File: config.mk
export PLATFORM = sky130hd
export DESIGN_NAME = ews_tx_wake_scheduler
export DESIGN_NICKNAME = d
export VERILOG_FILES = /design/src/hdl/ews_pkg.sv /design/src/hdl/ews_countdown.sv /design/src/hdl/ews_tx_wake_scheduler.sv
export SDC_FILE = /design/constraint.sdc
export NUM_CORES = 1
export LEC_CHECK = 0
export CAP_MARGIN = 20
export CORE_MARGIN = 2
export CORE_UTILIZATION = 60
export DETAILED_ROUTE_END_ITERATION = 10
export DONT_BUFFER_PORTS = 1
export GPL_TIMING_DRIVEN = 0
export MAX_ROUTING_LAYER = met4
export PLACE_DENSITY = 0.76
export SYNTH_ARGS = -nofsm -noshare
export SYNTH_HDL_FRONTEND = slang
export SYNTH_SLANG_ARGS = --single-unit
File: constraint.sdc
create_clock -name clock -period 3 [get_ports clock]
set_input_delay 0.6 -clock clock [delete_from_list [all_inputs] [get_ports clock]]
set_output_delay 0.6 -clock clock [all_outputs]
set_load 0.01 [all_outputs]
File: src/hdl/ews_pkg.sv
package ews_pkg;
   localparam int unsigned CLK_MHZ          = 200;
   // times in nanoseconds, converted to cycles below
   localparam int unsigned WAKE_1G_NS       = 17000;
   localparam int unsigned WAKE_OTHER_NS    = 30000;
   localparam int unsigned HOLD_NS          = 48000;
   // least times round up
   localparam int unsigned WAKE_1G_CYC      = (WAKE_1G_NS * CLK_MHZ + 999) / 1000;
   localparam int unsigned WAKE_OTHER_CYC   = (WAKE_OTHER_NS * CLK_MHZ + 999) / 1000;
   // longest time rounds down
   localparam int unsigned HOLD_CYC         = (HOLD_NS * CLK_MHZ) / 1000;
   localparam int unsigned BYTE_THRESHOLD   = 3000;
   localparam int unsigned NUM_QUEUES       = 8;
   localparam int unsigned BYTE_CNT_W       = 16;
   localparam int unsigned TIMER_W          = 16;
   // link speed codes
   localparam logic [1:0]  SPEED_10M        = 2'h0;
   localparam logic [1:0]  SPEED_100M       = 2'h1;
   localparam logic [1:0]  SPEED_1G         = 2'h2;
   typedef enum logic [1:0] {
      EWS_ACTIVE,
      EWS_SLEEP,
      EWS_HOLD,
      EWS_WAKE
   } ews_state_t;
endpackage : ews_pkg

File: src/hdl/ews_countdown.sv
`timescale 1ns/1ps
// loadable down counter; done is a level while the count sits at zero
module ews_countdown #(
   parameter int unsigned W = 16
) (
   input  wire logic          clock,
   input  wire logic          sys_rst,
   input  wire logic          load,
   input  wire logic [W-1:0]  load_val,
   input  wire logic          run,
   output logic               done
);
   if (W < 1)
   begin : g_bad_w
      $error("counter width must be at least one bit");
   end

   logic [W-1:0] cnt_r;
   logic [W-1:0] cnt_nxt;

   always_comb
   begin
      cnt_nxt = cnt_r;
      if (load)
      begin
         cnt_nxt = load_val;
      end
      else if (run && cnt_r != '0)
      begin
         cnt_nxt = cnt_r - W'(1);
      end
   end

   always_ff @(posedge clock or posedge sys_rst)
   begin
      if (sys_rst)
         cnt_r <= '0;
      else
         cnt_r <= cnt_nxt;
   end

   assign done = (cnt_r == '0);
endmodule : ews_countdown

File: src/hdl/ews_tx_wake_scheduler.sv
`timescale 1ns/1ps
// Summary of operation
// - wakeup interval is 17 us at 1 Gbit/s, 30 us otherwise
// - transmit circuits stay powered down while idle, powered up when needed
// - non-urgent data is held until 3000 bytes are pending
// - held data starts power-up anyway 48 us after it first arrived
// - urgent queue data starts power-up at once
// - no frame is sent before the wakeup interval has elapsed
// - power saving only on autoneg ports at 1G or 100M full duplex
// - power saving only on ports whose enable is set
module ews_tx_wake_scheduler #(
   parameter int unsigned NQ      = ews_pkg::NUM_QUEUES,
   parameter int unsigned BCW     = ews_pkg::BYTE_CNT_W,
   parameter int unsigned HOLD    = ews_pkg::HOLD_CYC,
   parameter int unsigned WAKE_1G = ews_pkg::WAKE_1G_CYC,
   parameter int unsigned WAKE_OT = ews_pkg::WAKE_OTHER_CYC
) (
   input  wire logic            clock,
   input  wire logic            sys_rst,
   input  wire logic            eee_enable,
   input  wire logic [NQ-1:0]   urgent_queues,
   input  wire logic            link_up,
   input  wire logic            autoneg_done,
   input  wire logic            full_duplex,
   input  wire logic [1:0]      link_speed,
   input  wire logic [NQ-1:0]   queue_nonempty,
   input  wire logic [BCW-1:0]  pending_bytes,
   output logic                 tx_power_down,
   output logic                 tx_release,
   output logic                 lpi_active
);
   localparam int unsigned TW = ews_pkg::TIMER_W;

   // refused at elaboration: the logic below cannot serve these values
   if (NQ < 1 || NQ > 64)
   begin : g_bad_nq
      $error("queue count out of range");
   end
   if (HOLD >= (1 << TW) || WAKE_1G >= (1 << TW) || WAKE_OT >= (1 << TW))
   begin : g_bad_tw
      $error("timer width too small");
   end
   if (HOLD < 1 || WAKE_1G < 1 || WAKE_OT < 1)
   begin : g_bad_min
      $error("timer values must be at least one cycle");
   end
   // a threshold the counter cannot hold would never be reached
   if (ews_pkg::BYTE_THRESHOLD >= (1 << BCW))
   begin : g_bad_bcw
      $error("byte counter too narrow for threshold");
   end

   // link status comes from the phy side, other clock timing: synchronise
   logic [4:0] lnk_s1_r;
   logic [4:0] lnk_s1_nxt;
   logic [4:0] lnk_s2_r;
   logic [4:0] lnk_s2_nxt;

   // first stage is read only by the second; metastability settles there
   always_comb
   begin
      lnk_s1_nxt = {link_up, autoneg_done, full_duplex, link_speed};
      lnk_s2_nxt = lnk_s1_r;
   end

   always_ff @(posedge clock or posedge sys_rst)
   begin
      if (sys_rst)
      begin
         lnk_s1_r <= 5'h00;
         lnk_s2_r <= 5'h00;
      end
      else
      begin
         lnk_s1_r <= lnk_s1_nxt;
         lnk_s2_r <= lnk_s2_nxt;
      end
   end

   logic       s_up;
   logic       s_an;
   logic       s_fd;
   logic [1:0] s_speed;
   assign {s_up, s_an, s_fd, s_speed} = lnk_s2_r;

   function automatic logic eee_capable(input logic an, input logic fd, input logic [1:0] sp);
      eee_capable = an && fd && (sp == ews_pkg::SPEED_1G || sp == ews_pkg::SPEED_100M);
   endfunction : eee_capable

   logic saving_ok;
   assign saving_ok = eee_enable && s_up && eee_capable(s_an, s_fd, s_speed);

   // speed is taken when wake starts; a later change waits for the next wake
   logic [TW-1:0] wake_cycles;
   assign wake_cycles = (s_speed == ews_pkg::SPEED_1G) ? TW'(WAKE_1G) : TW'(WAKE_OT);

   logic any_data;
   logic urgent_data;
   logic thresh_hit;
   assign any_data    = |queue_nonempty;
   assign urgent_data = |(queue_nonempty & urgent_queues);
   // at least the threshold, not strictly above it
   assign thresh_hit  = pending_bytes >= BCW'(ews_pkg::BYTE_THRESHOLD);

   ews_pkg::ews_state_t st_r;
   ews_pkg::ews_state_t st_nxt;
   logic                pd_r;
   logic                pd_nxt;
   logic                rel_r;
   logic                rel_nxt;
   logic                lpi_r;
   logic                lpi_nxt;
   logic                tmr_load;
   logic [TW-1:0]       tmr_val;
   logic                tmr_done;

   // one timer serves hold and wake; done stays up at zero until reloaded
   ews_countdown #(
      .W        (TW)
   ) u_timer (
      .clock    (clock),
      .sys_rst  (sys_rst),
      .load     (tmr_load),
      .load_val (tmr_val),
      .run      (1'b1),
      .done     (tmr_done)
   );

   always_comb
   begin
      st_nxt   = st_r;
      tmr_load = 1'b0;
      tmr_val  = '0;
      case (st_r)
         ews_pkg::EWS_ACTIVE:
         begin
            // go to sleep only once every queue has drained
            if (saving_ok && !any_data)
            begin
               st_nxt = ews_pkg::EWS_SLEEP;
            end
         end
         ews_pkg::EWS_SLEEP:
         begin
            if (!saving_ok || urgent_data || (any_data && thresh_hit))
            begin
               st_nxt   = ews_pkg::EWS_WAKE;
               tmr_load = 1'b1;
               tmr_val  = wake_cycles;
            end
            // first arrival while asleep starts the hold-off
            else if (any_data)
            begin
               st_nxt   = ews_pkg::EWS_HOLD;
               tmr_load = 1'b1;
               tmr_val  = TW'(HOLD);
            end
         end
         ews_pkg::EWS_HOLD:
         begin
            // hold timer from first arrival bounds latency
            if (!saving_ok || urgent_data || thresh_hit || tmr_done)
            begin
               st_nxt   = ews_pkg::EWS_WAKE;
               tmr_load = 1'b1;
               tmr_val  = wake_cycles;
            end
         end
         ews_pkg::EWS_WAKE:
         begin
            // circuits must be fully up at both ends before release
            if (tmr_done)
            begin
               st_nxt = ews_pkg::EWS_ACTIVE;
            end
         end
         default:
         begin
            st_nxt = ews_pkg::EWS_ACTIVE;
         end
      endcase
   end

   always_ff @(posedge clock or posedge sys_rst)
   begin
      if (sys_rst)
      begin
         st_r <= ews_pkg::EWS_ACTIVE;
      end
      else
      begin
         st_r <= st_nxt;
      end
   end

   // flags follow the next state so they change on the same edge as st_r
   always_comb
   begin
      pd_nxt  = (st_nxt == ews_pkg::EWS_SLEEP) || (st_nxt == ews_pkg::EWS_HOLD);
      rel_nxt = (st_nxt == ews_pkg::EWS_ACTIVE);
      lpi_nxt = (st_nxt != ews_pkg::EWS_ACTIVE);
   end

   // reset leaves the port transmitting: saving is only entered once link is known
   always_ff @(posedge clock or posedge sys_rst)
   begin
      if (sys_rst)
      begin
         pd_r  <= 1'b0;
         rel_r <= 1'b1;
         lpi_r <= 1'b0;
      end
      else
      begin
         pd_r  <= pd_nxt;
         rel_r <= rel_nxt;
         lpi_r <= lpi_nxt;
      end
   end

   assign tx_power_down = pd_r;
   assign tx_release    = rel_r;
   assign lpi_active    = lpi_r;
endmodule : ews_tx_wake_scheduler

==> results of run 1 <==
layout make-up:
cell class	count	share of cell area, %
Clock buffer	6	2.91
Multi-Input combinational cell	113	45.1
Tap cell	30	2.13
Clock inverter	2	1.99
Sequential cell	31	44.1
Inverter	10	2.13
Timing Repair Buffer	1	1.56
metal layers:
| metal | GRT usage, % | vias to the layer above |
|---|---|---|
| met2 | 33.0 | 27 |
| met3 | 6.98 | 2 |
| met4 | 5.23 | 0 |
| li1 | - | 592 |
| met1 | 26.2 | 608 |
| met5 | - | - |
layout by cell type, fill, tap and decap left out, types with 2 or more instances in the layout:
master     count
xor2_1         2
dfrtp_1       30
a22oi_1        3
nand3_1        5
nand4_1        4
a31oi_1        2
nor2b_1        2
or4_4          2
xnor2_1        8
and3_1         3
clkbuf_4       5
nor3_1         8
o21ai_0       11
nand2_1        9
nor4_1         5
inv_1         10
o2bb2ai_1      2
ha_1           9
nor2_1        11
a21oi_1        2
sequential cells by signal, summed over array words and instances, names as in the netlist:
| register | flops |
|---|---|
| lnk_s1_r | 5 |
| st_r | 2 |
| tx_power_down | 1 |
| lpi_active | 1 |
| tx_release | 1 |
| u_timer.cnt_r | 16 |
| lnk_s2_r | 5 |
metrics by stage:
step           area, sq um  instances  util, %
2_1_floorplan         1600        154        -
3_3_place_gp          1640        184     65.7
3_5_place_dp          1670        185     66.8
4_1_cts               1760        193     70.4
5_1_grt               1760        193     70.4
6_report              1760        193     70.4
worst max path at each step:
stage | depth (start not counted) | endpoint
2_1_floorplan | 8 | tx_power_down$_DFF_PP0_
3_3_place_gp | 8 | tx_power_down$_DFF_PP0_
3_5_place_dp | 8 | tx_power_down$_DFF_PP0_
4_1_cts | 8 | tx_power_down$_DFF_PP0_
5_1_grt | 8 | tx_power_down$_DFF_PP0_
6_report | 8 | tx_power_down$_DFF_PP0_
report_power, final:
group          internal [W]  leakage (nW)  total (W)  switching, W
clock              0.000197        0.0482   0.000335      0.000138
sequential         0.000424         0.345   0.000426    0.00000156
combinational    0.00000960         0.308  0.0000232     0.0000136
total              0.000631         0.701   0.000784      0.000153
cells by family after synthesis:
group / Yosys count / synth area share, %
AND/OR/NAND/NOR: 59 / 21.0
AO/OA/AOI/OAI: 34 / 15.1
flip-flops: 31 / 48.4
XOR/XNOR: 10 / 5.46
buffers and inverters: 10 / 2.34
adder cells (fa/ha/maj): 9 / 7.02
multiplexers: 1 / 0.624
critical path, stage by stage (launching register included):
cell and delay [ns]:
dfrtp_1 0.43, inv_1 0.07, ha_1 0.15, nor3b_2 0.36, and3_1 0.33, a21boi_2 0.09
or4_4 0.48, a221oi_1 0.41, ha_1 0.30
==> results_dict.tcl, run 1 <==
set metrics [dict create \
    outcome "finished clean" \
    die_h_um 55.7 \
    hold_viol_final 0 \
    regArea_sq_um 777 \
    clk_latency_ns 0.33 \
    crit_type "flop to flop" \
    worst-endpoint-arrival_ns 2.96 \
    hpwl_um 2210 \
    cts_tree "yes" \
    period_share_pct 91.1 \
    worstHoldPathType "primary input to async pin" \
    maxSlewViolCount 0 \
    ctsHoldBuffers 0 \
    yosysTopAreaCell "dfrtp_1" \
    slew_headroom_pct 53.4 \
    n_fill_cell 168 \
    cts_buffer_depth 2 \
    ys_top_cells_by_area "dfrtp_1 47%, ha_1 7.0%, xnor2_1 4.4%" \
    boundaryPins 43 \
    setup_ws_ns 0.267 \
    drt_first_pass_iters 4 \
    numPortBuffers 0 \
    min_period_ns 2.73 \
    crit_fanout 5 \
    wl_met2_um 1420 \
    synthTopCellsByCount "30 x dfrtp_1, 11 x nor2_1, 11 x o21ai_0, 10 x inv_1" \
    clock_sinks 31 \
    startpoint "u_timer.cnt_r[0]$_DFFE_PP0P_" \
    ir_drop_mv 0.400 \
    grt_pass1_wl_um 4940 \
    fp-row-count 18 \
    crit_required_ns 3.23 \
    diodes 0 \
    postSynthCellCount 154 \
    vias 1229 \
    postCtsSetupBuffers 0 \
    dieWidth_um 55.7 \
    layout-drive-gt1-share_pct 11.0 \
    yosys_register_bits 31 \
    reg2reg_to "tx_power_down$_DFF_PP0_" \
    antenna_left 0 \
    viasPerCell 6.37 \
    syn_to_final_growth_pct 9.75 \
    gp_congestion 0.793 \
    synthesis.nets 203 \
    ff2ff_setup_slack_ns 0.27 \
    end_kind "flop" \
    reg2reg_depth 8 \
    synth_edf_count 0 \
    grt_usage_pct 20.9 \
    ys.warnings.count 0 \
    tightest_slew_ns 0.696 \
    coreArea_sq_um 2500 \
    numCtsBuffers 5 \
    met3_length_um 130 \
    rr_startpoint "u_timer.cnt_r[0]$_DFFE_PP0P_" \
    first_iter_violations 26 \
    power_density_nw_per_um2 445 \
    syn_avg_cell_area_sq_um 10.4 \
    initial_utilization_pct 64.2 \
    clockRootBuffer "clkbuf_4" \
    htree_levels 2 \
    grt_setup_unrepaired "no" \
    multi_input_area_sq_um 795 \
    p_total_w 0.000784 \
    grt_max_degree 21 \
    yosysSeqAreaShare_pct 48.4 \
    wl_per_cell_um 15.2 \
    synth.distinct_cells 44 \
    skew_ns 0.0137 \
    die_area_sq_um 3100 \
    setup_violations 0 \
    leakagePower_nw 0.701 \
    first_global_vias 1112 \
    grt_overflow 0 \
    synthArstFlopShare_pct 100 \
    setup_tns_ns 0 \
    wl_met1_um 1380 \
    yosysMostFrequentCell "dfrtp_1" \
    dr.max_layer_used "met4" \
    drc 0 \
    finalNetCount 211 \
    post_cts_resized 1 \
    netlist.area_leader.share_pct 46.8 \
    wl_um 2940 \
    dp_slack_ns 0.0345 \
    syn_area_sq_um 1600 \
    grt_antenna_before_repair 0 \
    hold-worst-slack_ns 0.178 \
    maxCapViolCount 0 \
    max_freq_ghz 0.366 \
    synthFlopType "dfrtp_1" \
    clk_pin_slew_ns 0.10 \
    worstSetupStartpointType "flop" \
]
Power figures use the tool's default switching activity.
==> inputs of run 2 (changes only) <==
--- a/config.mk
+++ b/config.mk
@@ -6,13 +6,16 @@
 export NUM_CORES = 1
 export LEC_CHECK = 0
 export CAP_MARGIN = 20
+export CELL_PAD_IN_SITES_DETAIL_PLACEMENT = 1
+export CELL_PAD_IN_SITES_GLOBAL_PLACEMENT = 2
+export CORE_ASPECT_RATIO = 1.1
 export CORE_MARGIN = 2
-export CORE_UTILIZATION = 60
+export CORE_UTILIZATION = 38
 export DETAILED_ROUTE_END_ITERATION = 10
 export DONT_BUFFER_PORTS = 1
 export GPL_TIMING_DRIVEN = 0
 export MAX_ROUTING_LAYER = met4
-export PLACE_DENSITY = 0.76
+export PLACE_DENSITY_LB_ADDON = 0.1
 export SYNTH_ARGS = -nofsm -noshare
 export SYNTH_HDL_FRONTEND = slang
 export SYNTH_SLANG_ARGS = --single-unit
==> run 2 against run 1 <==
  * Combinational power up 4%
  * Die area up 53%
  * Critical path depth unchanged
  * Critical endpoint unchanged
  * Largest cell class unchanged
==> results_dict.tcl, run 2 (synthesis results as in run 1) <==
set metrics [dict create \
    post_cts_resized 1 \
    crit_required_ns 3.16 \
    drc 0 \
    initial_utilization_pct 39.9 \
    power_frac_seq_pct 48.8 \
    fp-row-count 24 \
    largest_reg_flops 16 \
    dieWidth_um 65.9 \
    pwr-share-clk_pct 48.4 \
    p_sw_share_pct 19.6 \
    layout_commonest_cell "dfrtp_1" \
    boundaryPins 43 \
    top_register "u_timer.cnt_r" \
    first_global_vias 1445 \
    grt_usage_pct 18.3 \
    period_share_pct 92.1 \
    cp_slowest_cell "or4_4" \
    gr-usage-met2_pct 33.9 \
    grt_antenna_before_repair 0 \
    ctsHoldBuffers 0 \
    worstHoldPathType "primary input to async pin" \
    leakagePower_nw 0.714 \
    min_period_ns 2.76 \
    die_area_sq_um 4760 \
    crit_fanout 5 \
    syn_to_final_growth_pct 13.4 \
    setup_violations 0 \
    end_kind "flop" \
    crit_family "simple AND/OR/NAND/NOR gates" \
    crit_chain "inv_1 > ha_1 > nor3b_2 > and3_1 > a21boi_2 > or4_4 > a221oi_1 > ha_1" \
    postCtsSetupBuffers 0 \
    clock_sinks 31 \
    path_buf_inv 1 \
    dp.cells 207 \
    viasPerCell 5.77 \
    wl_per_cell_um 16.9 \
    setup_ws_ns 0.236 \
    fin_cells 215 \
    dp_slack_ns -0.0585 \
    grt_pass1_wl_um 6370 \
    grt_setup_unrepaired "no" \
    final_cell_mix "30 x dfrtp_1, 11 x nor2_1, 11 x o21ai_0" \
    grt_util_met3_pct 3.88 \
    drt_first_pass_iters 4 \
    maxCapViolCount 0 \
    cts_tree "yes" \
    crit_type "flop to flop" \
    numCtsBuffers 5 \
    coreArea_sq_um 4020 \
    skew_ns 0.00417 \
    largestRegisters "u_timer.cnt_r: 16 flops, lnk_s1_r: 5 flops, lnk_s2_r: 5 flops" \
    first_iter_violations 42 \
    slowest_delay_ns 0.49 \
    slew_headroom_pct 53.4 \
    power_density_nw_per_um2 481 \
    dpl_cell_area_sq_um 1700 \
    hpwl_um 2930 \
    die_h_um 72.1 \
    grt_overflow 0 \
    gp_congestion 0.767 \
    clockRootBuffer "clkbuf_8" \
    finalNetCount 211 \
    antenna_left 0 \
    p_switching_w 0.000171 \
    intPower_w 0.000703 \
    vias 1241 \
    numPortBuffers 0 \
    combPwrFrac_pct 2.8 \
    critical_path.most_common_cell "ha_1" \
    wl_um 3640 \
    final_area_sq_um 1820 \
    diodes 0 \
    maxSlewViolCount 0 \
    worst-endpoint-arrival_ns 2.93 \
    grt_max_degree 20 \
    htree_levels 2 \
    gr-usage-met1_pct 19.5 \
    grt.busiest_layer "met2" \
    hold_viol_final 0 \
    outcome "finished clean" \
    cts_buffer_depth 2 \
    max_freq_ghz 0.362 \
    layout-drive-gt1-share_pct 11.0 \
    clk_pin_slew_ns 0.07 \
    clk_latency_ns 0.28 \
    tightest_slew_ns 0.693 \
    ir_drop_mv 0.257 \
    worstSetupStartpointType "flop" \
]
==> run 2: cell types whose count changed in the layout (fill, tap and decap cells not counted) <==
| cell | before | now |
|---|---|---|
| clkbuf_8 | 1 | 6 |
| clkbuf_4 | 5 | 0 |
==> run 2: worst paths after layout <==
kind | slack [ns] | depth (start not counted) | startpoint | to
worst max register to register | 0.24 | 8 | u_timer.cnt_r[0]$_DFFE_PP0P_ | tx_power_down$_DFF_PP0_
max in group asynchronous | 2.25 | 2 | sys_rst | u_timer.cnt_r[12]$_DFFE_PP0P_
worst min-delay path | 0.26 | 1 | sys_rst | st_r[0]$_DFF_PP0_
worst min register to register | 0.35 | 0 | lnk_s1_r[3]$_DFF_PP0_ | lnk_s2_r[3]$_DFF_PP0_
worst max-delay path | 0.24 | 8 | u_timer.cnt_r[0]$_DFFE_PP0P_ | tx_power_down$_DFF_PP0_
min in group clock | 0.35 | 0 | full_duplex | lnk_s1_r[2]$_DFF_PP0_
==> run 2: area by class of cell <==
| type | instances | area [sq um] |
|---|---|---|
| fill | 464 | 2200 |
| multi-input combinational | 113 | 795 |
| sequential | 31 | 777 |
| clock buffer | 6 | 82.6 |
| tap | 52 | 65.1 |
| inverter | 10 | 37.5 |
| clock inverter | 2 | 35.0 |
| timing repair buffer | 1 | 27.5 |
==> run 2: through the flow <==
stage	TNS (ns)	power [W]	utilization [%]	hold WS (ns)
global route	0	0.000908	45.2	0.275
detailed placement	-0.0585	0.000460	42.2	0.336
floorplan	0	0.000450	-	0.331
CTS	0	0.000888	45.2	0.277
global placement	-0.0504	0.000454	41.5	0.335
finish	0	0.000874	45.2	0.261
==> run 2: worst reg2reg max path, cell delays in order, from the launching register on <==
cell      delay, ns
dfrtp_1        0.42
inv_1          0.08
ha_1           0.16
nor3b_2        0.36
and3_1         0.34
a21boi_2       0.10
or4_4          0.49
a221oi_1       0.41
ha_1           0.30
==> run 2: power by group through the flow <==
stage	Combinational [W]	Clock [W]	Sequential (W)
6_report	0.0000241	0.000424	0.000427
5_1_grt	0.0000279	0.000454	0.000427
4_1_cts	0.0000254	0.000436	0.000427
3_5_place_dp	0.0000253	0	0.000435
3_3_place_gp	0.0000200	0	0.000434
2_1_floorplan	0.0000160	0	0.000434
==> run 2: routing by layer <==
layer	vias up	part of all wire, %
met5	-	0
met1	611	38
li1	583	-
met4	0	1.2
met3	5	4.4
met2	42	56
==> inputs of run 3 (changes only) <==
--- a/config.mk
+++ b/config.mk
@@ -6,16 +6,14 @@
 export NUM_CORES = 1
 export LEC_CHECK = 0
 export CAP_MARGIN = 20
-export CELL_PAD_IN_SITES_DETAIL_PLACEMENT = 1
-export CELL_PAD_IN_SITES_GLOBAL_PLACEMENT = 2
 export CORE_ASPECT_RATIO = 1.1
 export CORE_MARGIN = 2
-export CORE_UTILIZATION = 38
+export CORE_UTILIZATION = 60
 export DETAILED_ROUTE_END_ITERATION = 10
 export DONT_BUFFER_PORTS = 1
 export GPL_TIMING_DRIVEN = 0
 export MAX_ROUTING_LAYER = met4
-export PLACE_DENSITY_LB_ADDON = 0.1
+export PLACE_DENSITY = 0.76
 export SYNTH_ARGS = -nofsm -noshare
 export SYNTH_HDL_FRONTEND = slang
 export SYNTH_SLANG_ARGS = --single-unit
==> run 3 against run 2 <==
  * Utilization grew 24 points
  * Combinational power shrank 2%
  * Cell count shrank 9.8%
  * Count of clock-buffer cells in the layout grew 1
  * First-iteration DRC count shrank 7.1%
  * Design area shrank 3.9%
  * Sequential share of layout area grew 1.7 points
  * Largest cell class unchanged
==> results_dict.tcl, run 3 (synthesis results as in run 1) <==
set metrics [dict create \
    outcome "finished clean" \
    crit_required_ns 3.23 \
    grt_pass1_wl_um 5260 \
    clk_pin_slew_ns 0.11 \
    layout-drive-gt1-share_pct 11.0 \
    fin_cells 194 \
    wl_um 3040 \
    diodes 0 \
    crit_chain "inv_1 > ha_1 > nor3b_2 > and3_1 > a21boi_2 > or4_4 > a221oi_1 > ha_1" \
    power_density_nw_per_um2 420 \
    viasPerCell 6.30 \
    antenna_left 0 \
    max_freq_ghz 0.363 \
    clk_latency_ns 0.34 \
    path_buf_inv 1 \
    slowest_delay_ns 0.49 \
    tightest_slew_ns 0.645 \
    skew_ns 0.0172 \
    rr_startpoint "u_timer.cnt_r[1]$_DFFE_PP0P_" \
    clock_sinks 31 \
    vias 1223 \
    setup_ws_ns 0.246 \
    maxSlewViolCount 0 \
    crit_fanout 5 \
    ff2ff_setup_slack_ns 0.25 \
    grt_usage_pct 24.2 \
    worstSetupStartpointType "flop" \
    numCtsBuffers 5 \
    path_depth 8 \
    gp_congestion 0.820 \
    setup_violations 0 \
    die_area_sq_um 3100 \
    p_total_w 0.000734 \
    grt_antenna_before_repair 0 \
    cts_buffer_depth 2 \
    grt_max_degree 32 \
    setup_tns_ns 0 \
    numPortBuffers 0 \
    critical_path.most_common_cell "ha_1" \
    worst-endpoint-arrival_ns 2.98 \
    boundaryPins 43 \
    slew_headroom_pct 56.6 \
    crit_type "flop to flop" \
    end_kind "flop" \
    dieWidth_um 53.3 \
    cp_slowest_cell "or4_4" \
    leakagePower_nw 0.690 \
    wl_per_cell_um 15.6 \
    dp.cells 185 \
    period_share_pct 91.8 \
    reg2reg_to "tx_power_down$_DFF_PP0_" \
    dp_slack_ns 0.0273 \
    largestRegisters "u_timer.cnt_r: 16 flops, lnk_s1_r: 5 flops, lnk_s2_r: 5 flops" \
    maxCapViolCount 0 \
    syn_to_final_growth_pct 8.97 \
    largest_reg_flops 16 \
    crit_family "simple AND/OR/NAND/NOR gates" \
    initial_utilization_pct 63.7 \
    clockRootBuffer "clkbuf_4" \
    grt_overflow 0 \
    reg2reg_depth 8 \
    final_cell_mix "30 x dfrtp_1, 11 x nor2_1, 11 x o21ai_0" \
    min_period_ns 2.75 \
    coreArea_sq_um 2520 \
    die_h_um 58.2 \
    drt_first_pass_iters 4 \
    grt_setup_unrepaired "no" \
    htree_levels 2 \
    hpwl_um 2280 \
    first_global_vias 1236 \
    drc 0 \
    cts_tree "yes" \
    worstHoldPathType "primary input to async pin" \
    top_register "u_timer.cnt_r" \
    hold_viol_final 0 \
    finalNetCount 211 \
    layout_commonest_cell "dfrtp_1" \
    ir_drop_mv 0.360 \
    fp-row-count 19 \
    first_iter_violations 39 \
]
run 3: timing repair:
item	CTS	global route
gates resized for setup	0	1
hold buffers	0	0
setup endpoints to repair	0	3
setup buffers	0	0
hold endpoints to repair	0	0
run 3: worst max path at each step:
stage | from | endpoint | slack [ns]
final | u_timer.cnt_r[1]$_DFFE_PP0P_ | tx_power_down$_DFF_PP0_ | 0.25
after global routing | u_timer.cnt_r[1]$_DFFE_PP0P_ | tx_power_down$_DFF_PP0_ | 0.1
after CTS | u_timer.cnt_r[0]$_DFFE_PP0P_ | tx_power_down$_DFF_PP0_ | 0.01
after detailed placement | u_timer.cnt_r[0]$_DFFE_PP0P_ | tx_power_down$_DFF_PP0_ | 0.03
after global placement | u_timer.cnt_r[0]$_DFFE_PP0P_ | tx_power_down$_DFF_PP0_ | 0.09
after floorplan | u_timer.cnt_r[0]$_DFFE_PP0P_ | tx_power_down$_DFF_PP0_ | 0.40
run 3: routing by layer:
| metal | GRT usage (%) | part of all wire, % | up-vias |
|---|---|---|---|
| met4 | 13.6 | 2.1 | 0 |
| met2 | 34.6 | 49 | 20 |
| met1 | 31.0 | 46 | 609 |
| met3 | 6.19 | 2.8 | 7 |
| met5 | - | 0 | - |
| li1 | - | - | 587 |
run 3: metrics by stage:
step / utilization, % / area (sq um) / hold slack, ns
finish: 69.4 / 1750 / 0.199
global route: 69.4 / 1750 / 0.244
CTS: 68.1 / 1720 / 0.277
detailed placement: 65.2 / 1640 / 0.340
global placement: 65.2 / 1640 / 0.334
floorplan: - / 1600 / 0.331
run 3: final cells by class:
cell class / count / area [sq um]
fill: 205 / 772
multi-input combinational: 113 / 795
tap: 31 / 38.8
timing repair buffer: 1 / 27.5
clock buffer: 7 / 65.1
clock inverter: 1 / 7.51
inverter: 10 / 37.5
sequential: 31 / 777
run 3: power by group:
group	leakage [nW]	total, W	switching [W]	internal, W
sequential	0.345	0.000426	0.00000161	0.000424
clock	0.0375	0.000284	0.000147	0.000137
combinational	0.308	0.0000236	0.0000139	0.00000964
total	0.690	0.000734	0.000163	0.000571
